**src/hw/pole_ident_pkg.sv**
```systemverilog
package pole_ident_pkg;

	localparam int unsigned ADDR_W = 8;
	localparam int unsigned DATA_W = 16;

	// Register byte addresses
	localparam logic [7:0] OFS_AMPLITUDE  = 8'h00;
	localparam logic [7:0] OFS_RAMP_TIME  = 8'h04;
	localparam logic [7:0] OFS_LOOP_GAIN  = 8'h08;
	localparam logic [7:0] OFS_LOOP_RESET = 8'h0C;
	localparam logic [7:0] OFS_MAX_MOVE   = 8'h10;
	localparam logic [7:0] OFS_ABS_CUR    = 8'h14;
	localparam logic [7:0] OFS_MODE       = 8'h18;
	localparam logic [7:0] OFS_CONTROL    = 8'h1C;
	localparam logic [7:0] OFS_STATUS     = 8'h20;
	localparam logic [7:0] OFS_POLE_ANGLE = 8'h24;

	// Reset values and accepted ranges
	localparam logic [15:0] AMPLITUDE_RST  = 16'h0019;
	localparam logic [15:0] AMPLITUDE_MAX  = 16'h03E8;
	localparam logic [15:0] RAMP_TIME_RST  = 16'h000A;
	localparam logic [15:0] RAMP_TIME_MAX  = 16'h0258;
	localparam logic [15:0] LOOP_GAIN_RST  = 16'h0000;
	localparam logic [15:0] LOOP_GAIN_MAX  = 16'h03E8;
	localparam logic [15:0] LOOP_RESET_RST = 16'h0271;
	localparam logic [15:0] LOOP_RESET_MAX = 16'hEA60;
	localparam logic [15:0] MAX_MOVE_RST   = 16'h0014;
	localparam logic [15:0] MAX_MOVE_MAX   = 16'h005A;
	localparam logic [15:0] SETTING_MIN    = 16'h0001;
	localparam logic [15:0] MODE_RST       = 16'h0000;
	localparam logic [15:0] MODE_MIN_MOVE  = 16'h0006;

	// Scaling: amplitude percent to permille of rated current, 25 -> 350
	localparam logic [15:0] AMP_TO_PERMILLE = 16'h000E;
	localparam logic [31:0] PERMILLE_FULL   = 32'h0000_03E8;
	localparam logic [31:0] MS_PER_S        = 32'h0000_03E8;
	localparam logic [15:0] ANG_PER_DEG     = 16'h00B6;
	localparam int unsigned PLAUS_SHIFT     = 2;
	localparam logic [31:0] PERCENT_FULL    = 32'h0000_0064;
	localparam logic [31:0] TICK_IN_RESET   = 32'h0000_000A;

	// Timing
	localparam int unsigned CLK_HZ      = 50_000_000;
	localparam int unsigned TICK_US     = 1000;
	localparam int unsigned TICK_CYCLES = CLK_HZ / 1_000_000 * TICK_US;
	localparam logic [15:0] DWELL_MS    = 16'h0064;
	localparam logic [15:0] SETTLE_MS   = 16'h00C8;

	// Control and status bit positions
	localparam int unsigned CTRL_ENABLE  = 0;
	localparam int unsigned CTRL_RELEASE = 1;
	localparam int unsigned ST_BUSY      = 0;
	localparam int unsigned ST_DONE      = 1;
	localparam int unsigned ST_MOVE      = 2;
	localparam int unsigned ST_PLAUS     = 3;
	localparam int unsigned ST_USER      = 4;
	localparam int unsigned ST_TRIP      = 5;
	localparam int unsigned ST_INHIBIT   = 6;

	typedef struct packed {
		logic [15:0] position;
		logic        util_trip;
		logic        overload_trip;
	} feedback_type;

	typedef struct packed {
		logic        enable;
		logic [15:0] current_pm;
		logic [15:0] angle;
	} drive_cmd_type;

	typedef enum logic [4:0] {
		S_IDLE     = 5'b00001,
		S_RAMP     = 5'b00010,
		S_DWELL    = 5'b00100,
		S_TEST_POS = 5'b01000,
		S_TEST_NEG = 5'b10000
	} state_type;

	function automatic logic [15:0] deg_to_ang(input logic [15:0] deg);
		logic [31:0] prod;
		prod = deg * ANG_PER_DEG;
		return prod[15:0];
	endfunction

	function automatic logic [15:0] ang_dist(input logic [15:0] a, input logic [15:0] b);
		logic signed [15:0] d;
		d = signed'(a - b);
		return (d < 0) ? 16'(-d) : 16'(d);
	endfunction

endpackage

```
**src/hw/position_hold_pi.sv**
```systemverilog
`timescale 1ns/1ns
module position_hold_pi (
	input  wire logic               clk_i,
	input  wire logic               arst_n_i,
	input  wire logic               clear_i,
	input  wire logic               tick_i,
	input  wire logic signed [15:0] err_i,
	input  wire logic [15:0]        gain_i,
	input  wire logic [15:0]        reset_time_i,
	output logic signed [15:0]      corr_o
);
	logic signed [31:0] integ;
	logic signed [31:0] next_integ;
	logic signed [31:0] p_term;
	logic signed [31:0] i_term;
	logic signed [31:0] sum;

	// Integral of error in ms units; reset time is in 0.1 ms units
	assign next_integ = integ + 32'(err_i);
	assign i_term     = (integ * signed'(pole_ident_pkg::TICK_IN_RESET))
	                    / signed'({16'h0000, reset_time_i});
	// Zero gain leaves a pure integrator
	assign p_term     = (32'(err_i) * signed'({16'h0000, gain_i}))
	                    / signed'(pole_ident_pkg::PERCENT_FULL);
	assign sum        = p_term + i_term;

	always_ff @(posedge clk_i or negedge arst_n_i) begin
		if (!arst_n_i) begin
			integ  <= '0;
			corr_o <= '0;
		end else if (clear_i) begin
			integ  <= '0;
			corr_o <= '0;
		end else if (tick_i) begin
			integ  <= next_integ;
			// Wraps like an angle, which is what the field angle wants
			corr_o <= sum[15:0];
		end
	end
endmodule // position_hold_pi

```
**src/hw/pole_angle_ident_min_move.sv**
```systemverilog
`timescale 1ns/1ns
// What this block does
// Start only with sync servo selected, no error; latch encoder position on enable.
// Default: current ramps linearly over 10 s to 35 % rated current.
// Position loop holds rotor at latched reference while current ramps.
// Movement over limit from reference raises error, measured value discarded.
// After final current and short dwell, apply positive then negative test angle.
// Rotor must follow each test angle within 25 %, else plausibility fails.
// Test angle magnitude equals the maximum permitted movement setting.
// Motion beyond maximum permitted cancels identification and raises fault response.
// Device must be error-free and switched on; motor must not be blocked.
// Host disables, writes mode 6, then enables to start.
// Inhibiting the controller aborts identification, stored settings untouched.
// On success inhibit controller automatically and store found pole angle.
// Automatic inhibit is released by a control word command.
// Amplitude setting 1 to 1000 percent, default 25 meaning 35 % rated.
// Ramp time 1 to 600 s, default 10, scales current rise rate.
// PI gain 0 to 1000 percent, default 0 giving pure integral action.
// PI reset time 0.1 to 6000.0 ms, default 62.5 ms.
// Maximum permitted movement 1 to 90 degrees, default 20.
// Settings change only while the inverter is inhibited.
// Read-only display of absolute identification current, 0.01 A units.
// Utilisation or motor overload trip aborts identification.
// Separate status for success, movement abort, plausibility failure, user abort.
module pole_angle_ident_min_move #(
	parameter int unsigned TICK_CYCLES = pole_ident_pkg::TICK_CYCLES
) (
	input  wire logic                          clk_i,
	input  wire logic                          arst_n_i,
	input  wire logic [7:0]                    addr_i,
	input  wire logic [15:0]                   wdata_i,
	input  wire logic                          wr_i,
	input  wire logic                          rd_i,
	output logic [15:0]                        rdata_o,
	input  wire pole_ident_pkg::feedback_type  fb_i,
	input  wire logic                          sync_servo_i,
	input  wire logic                          error_pending_i,
	input  wire logic [15:0]                   rated_current_i,
	output pole_ident_pkg::drive_cmd_type      cmd_o,
	output logic [15:0]                        pole_angle_o,
	output logic                               enabled_o,
	output logic                               fault_o,
	output logic                               busy_o
);
	pole_ident_pkg::state_type state;
	pole_ident_pkg::state_type next_state;

	logic [15:0] amplitude;
	logic [15:0] ramp_time;
	logic [15:0] loop_gain;
	logic [15:0] loop_reset;
	logic [15:0] max_move;
	logic [15:0] abs_current;
	logic [15:0] mode;
	logic        ctrl_enable;
	logic        auto_inhibit;
	logic [5:1]  sticky;
	logic        enabled_q;
	logic [15:0] ref_pos;
	logic [15:0] current;
	logic [31:0] frac;
	logic [15:0] wait_cnt;
	logic [15:0] hold_angle;
	logic [31:0] tick_cnt;
	logic        tick;

	// Millisecond enable for ramp, loop and waits
	assign tick = (tick_cnt == TICK_CYCLES - 1);

	always_ff @(posedge clk_i or negedge arst_n_i) begin
		if (!arst_n_i) begin
			tick_cnt <= '0;
		end else if (tick) begin
			tick_cnt <= '0;
		end else begin
			tick_cnt <= tick_cnt + 32'h0000_0001;
		end
	end

	// Register decode
	wire sel_amp    = (addr_i == pole_ident_pkg::OFS_AMPLITUDE);
	wire sel_ramp   = (addr_i == pole_ident_pkg::OFS_RAMP_TIME);
	wire sel_gain   = (addr_i == pole_ident_pkg::OFS_LOOP_GAIN);
	wire sel_reset  = (addr_i == pole_ident_pkg::OFS_LOOP_RESET);
	wire sel_move   = (addr_i == pole_ident_pkg::OFS_MAX_MOVE);
	wire sel_abs    = (addr_i == pole_ident_pkg::OFS_ABS_CUR);
	wire sel_mode   = (addr_i == pole_ident_pkg::OFS_MODE);
	wire sel_ctrl   = (addr_i == pole_ident_pkg::OFS_CONTROL);
	wire sel_status = (addr_i == pole_ident_pkg::OFS_STATUS);
	wire sel_pole   = (addr_i == pole_ident_pkg::OFS_POLE_ANGLE);

	// Settings only while inhibited; out of range writes are dropped
	wire cfg_wr     = wr_i & ~enabled_o;
	wire wd_ge1     = (wdata_i >= pole_ident_pkg::SETTING_MIN);
	wire wr_amp     = cfg_wr & sel_amp & wd_ge1
	                  & (wdata_i <= pole_ident_pkg::AMPLITUDE_MAX);
	wire wr_ramp    = cfg_wr & sel_ramp & wd_ge1
	                  & (wdata_i <= pole_ident_pkg::RAMP_TIME_MAX);
	wire wr_gain    = cfg_wr & sel_gain
	                  & (wdata_i <= pole_ident_pkg::LOOP_GAIN_MAX);
	wire wr_reset   = cfg_wr & sel_reset & wd_ge1
	                  & (wdata_i <= pole_ident_pkg::LOOP_RESET_MAX);
	wire wr_move    = cfg_wr & sel_move & wd_ge1
	                  & (wdata_i <= pole_ident_pkg::MAX_MOVE_MAX);
	wire wr_mode    = cfg_wr & sel_mode;
	wire wr_ctrl    = wr_i & sel_ctrl;
	wire wr_status  = wr_i & sel_status;
	wire release_rq = wr_ctrl & wdata_i[pole_ident_pkg::CTRL_RELEASE];

	always_ff @(posedge clk_i or negedge arst_n_i) begin
		if (!arst_n_i) begin
			amplitude  <= pole_ident_pkg::AMPLITUDE_RST;
			ramp_time  <= pole_ident_pkg::RAMP_TIME_RST;
			loop_gain  <= pole_ident_pkg::LOOP_GAIN_RST;
			loop_reset <= pole_ident_pkg::LOOP_RESET_RST;
			max_move   <= pole_ident_pkg::MAX_MOVE_RST;
			mode       <= pole_ident_pkg::MODE_RST;
		end else begin
			if (wr_amp)
				amplitude <= wdata_i;
			if (wr_ramp)
				ramp_time <= wdata_i;
			if (wr_gain)
				loop_gain <= wdata_i;
			if (wr_reset)
				loop_reset <= wdata_i;
			if (wr_move)
				max_move <= wdata_i;
			if (wr_mode)
				mode <= wdata_i;
		end
	end

	// Derived set points
	wire [31:0] target_full = amplitude * pole_ident_pkg::AMP_TO_PERMILLE;
	wire [15:0] target      = target_full[15:0];
	wire [31:0] ramp_denom  = ramp_time * pole_ident_pkg::MS_PER_S;
	wire [31:0] abs_full    = (rated_current_i * target)
	                          / pole_ident_pkg::PERMILLE_FULL;
	wire [15:0] limit_ang   = pole_ident_pkg::deg_to_ang(max_move);
	wire [15:0] test_ang    = limit_ang;
	wire [15:0] plaus_tol   = test_ang >> pole_ident_pkg::PLAUS_SHIFT;

	always_ff @(posedge clk_i or negedge arst_n_i) begin
		if (!arst_n_i) begin
			abs_current <= '0;
		end else begin
			abs_current <= abs_full[15:0];
		end
	end

	// Effective enable and start condition
	wire busy       = (state != pole_ident_pkg::S_IDLE);
	wire enable_req = ctrl_enable & ~auto_inhibit;
	wire can_start  = (mode == pole_ident_pkg::MODE_MIN_MOVE) & sync_servo_i
	                  & ~error_pending_i & ~fault_o;
	wire start      = enable_req & ~enabled_q & can_start
	                  & (state == pole_ident_pkg::S_IDLE);

	// Abort causes while a run is in progress
	wire user_abort = busy & ~enable_req;
	wire trip_abort = busy & ~user_abort
	                  & (fb_i.util_trip | fb_i.overload_trip);
	wire holding    = (state == pole_ident_pkg::S_RAMP)
	                  | (state == pole_ident_pkg::S_DWELL);
	wire moved      = pole_ident_pkg::ang_dist(fb_i.position, ref_pos) > limit_ang;
	wire move_abort = holding & ~user_abort & ~trip_abort & moved;
	wire any_abort  = user_abort | trip_abort | move_abort;

	wire wait_done  = tick & (wait_cnt == pole_ident_pkg::DWELL_MS - 16'h0001);
	wire settled    = tick & (wait_cnt == pole_ident_pkg::SETTLE_MS - 16'h0001);
	wire [15:0] pos_target = hold_angle + test_ang;
	wire [15:0] neg_target = hold_angle - test_ang;
	wire [15:0] exp_pos    = ref_pos + test_ang;
	wire [15:0] exp_neg    = ref_pos - test_ang;
	wire pos_ok = pole_ident_pkg::ang_dist(fb_i.position, exp_pos) <= plaus_tol;
	wire neg_ok = pole_ident_pkg::ang_dist(fb_i.position, exp_neg) <= plaus_tol;
	wire plaus_fail = settled & ~any_abort
	                  & (((state == pole_ident_pkg::S_TEST_POS) & ~pos_ok)
	                  | ((state == pole_ident_pkg::S_TEST_NEG) & ~neg_ok));
	wire success    = settled & ~any_abort & neg_ok
	                  & (state == pole_ident_pkg::S_TEST_NEG);

	// Ramp step: at most one permille per clock, plenty within a millisecond
	wire [31:0] frac_add  = tick ? {16'h0000, target} : 32'h0000_0000;
	wire        ramp_step = (frac >= ramp_denom) & (current < target);
	wire        ramp_end  = (current >= target);

	always_comb begin
		next_state = state;
		case (state)
			pole_ident_pkg::S_IDLE: begin
				if (start)
					next_state = pole_ident_pkg::S_RAMP;
			end
			pole_ident_pkg::S_RAMP: begin
				if (ramp_end)
					next_state = pole_ident_pkg::S_DWELL;
			end
			pole_ident_pkg::S_DWELL: begin
				if (wait_done)
					next_state = pole_ident_pkg::S_TEST_POS;
			end
			pole_ident_pkg::S_TEST_POS: begin
				if (settled)
					next_state = pole_ident_pkg::S_TEST_NEG;
			end
			pole_ident_pkg::S_TEST_NEG: begin
				if (settled)
					next_state = pole_ident_pkg::S_IDLE;
			end
			default: next_state = pole_ident_pkg::S_IDLE;
		endcase
		if (any_abort | plaus_fail)
			next_state = pole_ident_pkg::S_IDLE;
	end

	always_ff @(posedge clk_i or negedge arst_n_i) begin
		if (!arst_n_i) begin
			state     <= pole_ident_pkg::S_IDLE;
			enabled_q <= 1'b0;
		end else begin
			state     <= next_state;
			enabled_q <= enable_req;
		end
	end

	// Reference latch, ramp and waits
	always_ff @(posedge clk_i or negedge arst_n_i) begin
		if (!arst_n_i) begin
			ref_pos  <= '0;
			current  <= '0;
			frac     <= '0;
			wait_cnt <= '0;
		end else if (start) begin
			ref_pos  <= fb_i.position;
			current  <= '0;
			frac     <= '0;
			wait_cnt <= '0;
		end else if (!busy) begin
			current  <= '0;
		end else begin
			if (state == pole_ident_pkg::S_RAMP) begin
				frac    <= frac + frac_add - (ramp_step ? ramp_denom : 32'h0000_0000);
				current <= current + {15'h0000, ramp_step};
			end
			if (state != next_state)
				wait_cnt <= '0;
			else if (tick)
				wait_cnt <= wait_cnt + 16'h0001;
		end
	end

	// Position loop holds the rotor on the reference
	logic signed [15:0] corr;
	wire signed [15:0] pos_err = signed'(ref_pos - fb_i.position);

	position_hold_pi u_hold (
		.clk_i        (clk_i),
		.arst_n_i     (arst_n_i),
		.clear_i      (start | ~busy),
		.tick_i       (tick & holding),
		.err_i        (pos_err),
		.gain_i       (loop_gain),
		.reset_time_i (loop_reset),
		.corr_o       (corr)
	);

	wire [15:0] loop_angle = ref_pos + corr;
	wire [15:0] field_angle = (state == pole_ident_pkg::S_TEST_POS) ? pos_target :
	                          (state == pole_ident_pkg::S_TEST_NEG) ? neg_target :
	                          loop_angle;

	// Offset between field and encoder, kept only for a good run
	wire [15:0] pole_meas = hold_angle - ref_pos;

	always_ff @(posedge clk_i or negedge arst_n_i) begin
		if (!arst_n_i) begin
			hold_angle   <= '0;
			pole_angle_o <= '0;
			cmd_o        <= '0;
		end else begin
			if (state == pole_ident_pkg::S_DWELL && wait_done)
				hold_angle <= loop_angle;
			if (success)
				pole_angle_o <= pole_meas;
			cmd_o.enable     <= busy & ~any_abort & ~plaus_fail;
			cmd_o.current_pm <= (busy & ~any_abort) ? current : 16'h0000;
			cmd_o.angle      <= field_angle;
		end
	end

	// Control word, automatic inhibit and sticky outcome flags
	always_ff @(posedge clk_i or negedge arst_n_i) begin
		if (!arst_n_i) begin
			ctrl_enable  <= 1'b0;
			auto_inhibit <= 1'b0;
			sticky       <= '0;
		end else begin
			if (wr_ctrl)
				ctrl_enable <= wdata_i[pole_ident_pkg::CTRL_ENABLE];
			// Set wins over a release in the same cycle
			if (success)
				auto_inhibit <= 1'b1;
			else if (release_rq)
				auto_inhibit <= 1'b0;
			sticky[pole_ident_pkg::ST_DONE]  <= success
				| (sticky[pole_ident_pkg::ST_DONE]
				& ~(wr_status & wdata_i[pole_ident_pkg::ST_DONE]));
			sticky[pole_ident_pkg::ST_MOVE]  <= move_abort
				| (sticky[pole_ident_pkg::ST_MOVE]
				& ~(wr_status & wdata_i[pole_ident_pkg::ST_MOVE]));
			sticky[pole_ident_pkg::ST_PLAUS] <= plaus_fail
				| (sticky[pole_ident_pkg::ST_PLAUS]
				& ~(wr_status & wdata_i[pole_ident_pkg::ST_PLAUS]));
			sticky[pole_ident_pkg::ST_USER]  <= user_abort
				| (sticky[pole_ident_pkg::ST_USER]
				& ~(wr_status & wdata_i[pole_ident_pkg::ST_USER]));
			sticky[pole_ident_pkg::ST_TRIP]  <= trip_abort
				| (sticky[pole_ident_pkg::ST_TRIP]
				& ~(wr_status & wdata_i[pole_ident_pkg::ST_TRIP]));
		end
	end

	// Fault response stays until software clears its cause
	assign fault_o   = sticky[pole_ident_pkg::ST_MOVE] | sticky[pole_ident_pkg::ST_PLAUS]
	                   | sticky[pole_ident_pkg::ST_TRIP];
	assign enabled_o = enable_req;
	assign busy_o    = busy;

	wire [15:0] status_word = {9'h000, auto_inhibit, sticky, busy};
	wire [15:0] ctrl_word   = {14'h0000, 1'b0, ctrl_enable};
	wire [15:0] next_rdata  =
		!rd_i      ? 16'h0000    :
		sel_amp    ? amplitude   :
		sel_ramp   ? ramp_time   :
		sel_gain   ? loop_gain   :
		sel_reset  ? loop_reset  :
		sel_move   ? max_move    :
		sel_abs    ? abs_current :
		sel_mode   ? mode        :
		sel_ctrl   ? ctrl_word   :
		sel_status ? status_word :
		sel_pole   ? pole_angle_o :
		16'h0000;

	always_ff @(posedge clk_i or negedge arst_n_i) begin
		if (!arst_n_i) begin
			rdata_o <= '0;
		end else begin
			rdata_o <= next_rdata;
		end
	end
endmodule // pole_angle_ident_min_move

```
**config.mk**
```make
export PLATFORM = sky130hd
export DESIGN_NAME = pole_angle_ident_min_move
export DESIGN_NICKNAME = d
export VERILOG_FILES = /design/src/hw/pole_ident_pkg.sv /design/src/hw/position_hold_pi.sv /design/src/hw/pole_angle_ident_min_move.sv
export SDC_FILE = /design/constraint.sdc
export NUM_CORES = 2
export LEC_CHECK = 0
export ABC_AREA = 1
export BUFFER_PORTS_ARGS = -buffer_cell sky130_fd_sc_hd__buf_2
export CAP_MARGIN = 5
export CORE_UTILIZATION = 45
export DETAILED_ROUTE_END_ITERATION = 6
export GPL_ROUTABILITY_DRIVEN = 0
export PLACE_DENSITY = 0.71
export SLEW_MARGIN = 10
export SYNTH_ARGS = -nofsm -noshare
export SYNTH_HDL_FRONTEND = slang
export SYNTH_SLANG_ARGS = --single-unit
```
**constraint.sdc**
```tcl
create_clock -name clk_i -period 99 [get_ports clk_i]
set_input_delay 14.85 -clock clk_i [delete_from_list [all_inputs] [get_ports clk_i]]
set_output_delay 14.85 -clock clk_i [all_outputs]
set_load 0.05 [all_outputs]
```
==> results summary <==
The flow ran to the end, and the final reports show no timing, DRC or antenna violations. The cell sitting at the root of the clock tree is a sky130_fd_sc_hd__clkbuf_16. Summed over all nets, the half-perimeter wirelength after detailed placement is 206000 um. In this run the vertical extent of the chip is 435 um. The total nets after synthesis is 14300.

The final number of hold-violating endpoints came out at 0. The critical path is of the flip-flop to flip-flop type. The non-filler instance count after layout came out at 15300. The count of endpoints failing setup in the final report is 0.

The synthesis-to-layout area growth is 7.52%. The final-stage net count came out at 14400. The cell total after placement is 15100. The arrival time at the worst endpoint is 90.65 ns. The worst setup path is launched from a flip-flop. The depth of the CTS H-tree came out at 2. The CTS tree is yes. In this run the worst path has a maximum fanout of 27. The global routing usage summed across all routing layers is 0.262. The class of the most critical hold timing path is flip-flop to flip-flop. The core area is 186000 um^2. The area of the multi-input gates came out at 65700 um^2. The detailed-routing iteration count for the pre-antenna-repair pass is 6. The number of top-level pins came out at 132. The count of filler cells inserted in the layout came out at 18800. The clock transition at the registers of the reported paths is 0.06 ns. The number of different library cells used by synthesis comes to 92. Synthesis produced 12600 cells.

The summed instance area of the synthesized netlist came out at 84400 um^2. The clock arrives with 0.0734 ns of skew. The final period demand of the worst path is 90.16 ns.

The total number of clock tree sinks is 364. The share of layout cells above drive strength 1 is 0.0858. The number of slew-limit violations in the final report is 0.

The number of register bits inferred by synthesis is 364. Prior to clock tree synthesis, the placed netlist has a worst setup slack of -1.33 ns. The post-synthesis area per instance came out at 6.67 um^2.

The cell type of the slowest stage on the worst timing path is sky130_fd_sc_hd__dfrtp_1. The wire length reported by the detailed router is 256000 um. The total DRC errors in the routed layout is 0. The width of the die is 435 um.

The port buffer count came out at 131. For the worst-skew pair, the clock arrives at the later sink with an insertion delay of 0.66 ns. In the routed layout, each cell is associated on average with a via count of 5.31. The number of buffers added by the clock tree synthesis step came out at 48. The peak clock frequency supported by timing came out at 11.1 MHz. In the synthesized netlist the dominant register cell turns out to be sky130_fd_sc_hd__dfrtp_1. For this configuration, the core starts out at a cell density of 0.454. The number of DRC violations after detailed-routing iteration 0 is 6592. The portion of the clock cycle consumed by the worst path in the final layout came out at 0.911. The number of antenna violations at the first check in global routing is 8. The pin slew with the least headroom to its limit is 1.22 ns. The worst path meets setup with 8.84 ns of slack. The total of warnings raised by yosys came out at 0. The routed wirelength normalized by instance count came out at 16.8 um.

The total die area is 189000 um^2. The final design area excluding fillers came out at 90800 um^2. The share of async-settable or async-resettable flops after synthesis came out at 1.00. The via count of the first global-routing pass came to 75000.

Detailed routing inserted a total of 81300 vias. Counting flops with a built-in enable in the synthesized netlist gives 0. After floorplanning, the core was divided into 158 placement rows. The aggregate global routing overflow is 0. The delay of the slowest critical-path stage is 0.42 ns. The antenna violation net count after detailed routing came out at 0.

The max-capacitance violation count is 0. The first global-routing pass estimated 404000 um of wire. The maximum buffer depth of the clock tree is 3. The endpoint kind of the worst setup timing path is a flip-flop. The portion of the post-synthesis area used by sequential elements came out at 0.108. The area of all sequential standard cells came out at 9130 um^2. Entering global routing, the biggest net connects 113 pins. Measured against its own limit, the worst slew margin works out to 0.183.

The required time of the critical path is 99.49 ns. Once placement finished, the instance area stood at 87700 um^2.
==> path summary, 6_finish.rpt <==
kind / from / to / slack [ns] / depth (start not counted)
hold reg to reg: tick_cnt[0]$_DFF_PN0_ / tick_cnt[0]$_DFF_PN0_ / 0.47 / 1
max in group asynchronous: arst_n_i / u_hold.integ[26]$_DFFE_PN0P_ / 82.32 / 3
hold / removal: tick_cnt[0]$_DFF_PN0_ / tick_cnt[0]$_DFF_PN0_ / 0.47 / 1
setup / recovery: u_hold.integ[1]$_DFFE_PN0P_ / u_hold.corr_o[15]$_DFFE_PN0P_ / 8.84 / 658
min in group asynchronous: arst_n_i / rdata_o[4]$_DFF_PN0_ / 14.26 / 1
setup reg to reg: u_hold.integ[1]$_DFFE_PN0P_ / u_hold.corr_o[15]$_DFFE_PN0P_ / 8.84 / 658
==> cells in the final DEF (no fill, tap or decap), types with 82 or more instances in the layout <==
cell and instances:
sky130_fd_sc_hd__nand2_2 191, sky130_fd_sc_hd__o21bai_1 82, sky130_fd_sc_hd__a21oi_1 563, sky130_fd_sc_hd__buf_4 151, sky130_fd_sc_hd__fa_1 519, sky130_fd_sc_hd__dfrtp_1 351, sky130_fd_sc_hd__buf_2 130, sky130_fd_sc_hd__nand2_1 2952
sky130_fd_sc_hd__nor3_1 106, sky130_fd_sc_hd__nand3_1 603, sky130_fd_sc_hd__xor2_1 509, sky130_fd_sc_hd__o21ai_1 89, sky130_fd_sc_hd__xnor2_1 168, sky130_fd_sc_hd__ha_1 1056, sky130_fd_sc_hd__o21ai_0 657, sky130_fd_sc_hd__inv_1 2319
sky130_fd_sc_hd__nand4_1 201, sky130_fd_sc_hd__nor2_1 1033
==> state kept, by name, indices dropped and copies added (netlist names), 31 cells and up <==
| register | cells |
|---|---|
| cmd_o | 33 |
| u_hold.integ | 31 |
| tick_cnt | 32 |
| frac | 31 |
==> through the flow <==
| stage | TNS, ns | util | hold WS, ns |
|---|---|---|---|
| 6_report | 0 | 0.488 | 0.466 |
| 5_1_grt | -0.514 | 0.488 | 0.507 |
| 4_1_cts | 0 | 0.482 | 0.463 |
| 3_5_place_dp | -3.22 | 0.472 | 0.456 |
| 3_3_place_gp | 0 | 0.472 | 0.454 |
| 2_1_floorplan | 0 | - | 0.433 |
==> cells by family after synthesis <==
group                      share of synthesized area
AOI/OAI and AO/OA                              0.129
and+or+nand+nor                                0.290
muxes                                        0.00102
xor gates and xnor gates                      0.0720
buffers and inverters                          0.120
adders and majority gates                      0.280
DFF                                            0.108
==> per-layer routing <==
| layer | GRT usage | vias to the layer above | wire, um | share of wire |
|---|---|---|---|---|
| met5 | 0 | - | 30 | 0.00012 |
| li1 | - | 40700 | - | - |
| met4 | 0.0993 | 6 | 11500 | 0.045 |
| met3 | 0.0301 | 515 | 18600 | 0.073 |
| met2 | 0.421 | 2718 | 113000 | 0.44 |
| met1 | 0.359 | 37400 | 114000 | 0.44 |
==> cells in the mapped netlist, types with 28 or more instances <==
| master | n | area (um^2) |
|---|---|---|
| sky130_fd_sc_hd__o21ai_1 | 78 | 390 |
| sky130_fd_sc_hd__clkinv_1 | 28 | 105 |
| sky130_fd_sc_hd__dfrtp_1 | 351 | 8780 |
| sky130_fd_sc_hd__nor2_2 | 53 | 332 |
| sky130_fd_sc_hd__nand2_2 | 191 | 1190 |
| sky130_fd_sc_hd__nand2_1 | 2954 | 11100 |
| sky130_fd_sc_hd__fa_1 | 519 | 10400 |
| sky130_fd_sc_hd__o22ai_1 | 31 | 194 |
| sky130_fd_sc_hd__o211ai_1 | 33 | 248 |
| sky130_fd_sc_hd__nand3_2 | 72 | 721 |
| sky130_fd_sc_hd__nor4_1 | 31 | 194 |
| sky130_fd_sc_hd__nand3b_1 | 41 | 308 |
| sky130_fd_sc_hd__o21bai_1 | 82 | 616 |
| sky130_fd_sc_hd__o31ai_1 | 70 | 526 |
| sky130_fd_sc_hd__nand2_4 | 32 | 360 |
| sky130_fd_sc_hd__or2_2 | 75 | 469 |
| sky130_fd_sc_hd__a31oi_1 | 30 | 188 |
| sky130_fd_sc_hd__a21o_1 | 67 | 503 |
| sky130_fd_sc_hd__ha_1 | 1056 | 13200 |
| sky130_fd_sc_hd__o21ai_0 | 670 | 3350 |
| sky130_fd_sc_hd__nor2_1 | 1046 | 3930 |
| sky130_fd_sc_hd__nand4_1 | 201 | 1260 |
| sky130_fd_sc_hd__xnor2_1 | 168 | 1470 |
| sky130_fd_sc_hd__nor3_1 | 111 | 556 |
| sky130_fd_sc_hd__clkbuf_1 | 156 | 586 |
| sky130_fd_sc_hd__a21oi_1 | 610 | 3050 |
| sky130_fd_sc_hd__inv_1 | 2326 | 8730 |
| sky130_fd_sc_hd__inv_2 | 59 | 221 |
| sky130_fd_sc_hd__xor2_1 | 510 | 4470 |
| sky130_fd_sc_hd__nand3_1 | 603 | 3020 |
==> area by class of cell <==
cell class	count	share of cell area
antenna	7	0.000193
clock buffer	65	0.0151
clock inverter	22	0.00442
inverter	2415	0.101
multi-input combinational	9662	0.724
sequential	364	0.101
tap	2480	0.0342
timing repair buffer	285	0.0202
timing repair inverter	9	0.000634
==> repair_timing <==
action,CTS,global route
pin swaps,0,26
gates cloned,0,17
setup buffers,0,80
endpoints found under the setup margin,8,16
endpoints found under the hold margin,0,0
hold buffers,0,0
resized for setup,6,141
==> critical path: cells and delay by family, from the launching register on <==
kind | cells | cell delay, ns
AOI/OAI and AO/OA | 248 | 40.76
and+or+nand+nor | 235 | 25.33
buffers and inverters | 134 | 11.52
adders and majority gates | 36 | 10.95
xor gates and xnor gates | 4 | 0.61
DFF | 1 | 0.42
muxes | 1 | 0.26
Power is left out: the tool's default activity adds up to more than one toggle a clock period on the data nets, which glitch-free logic cannot reach.
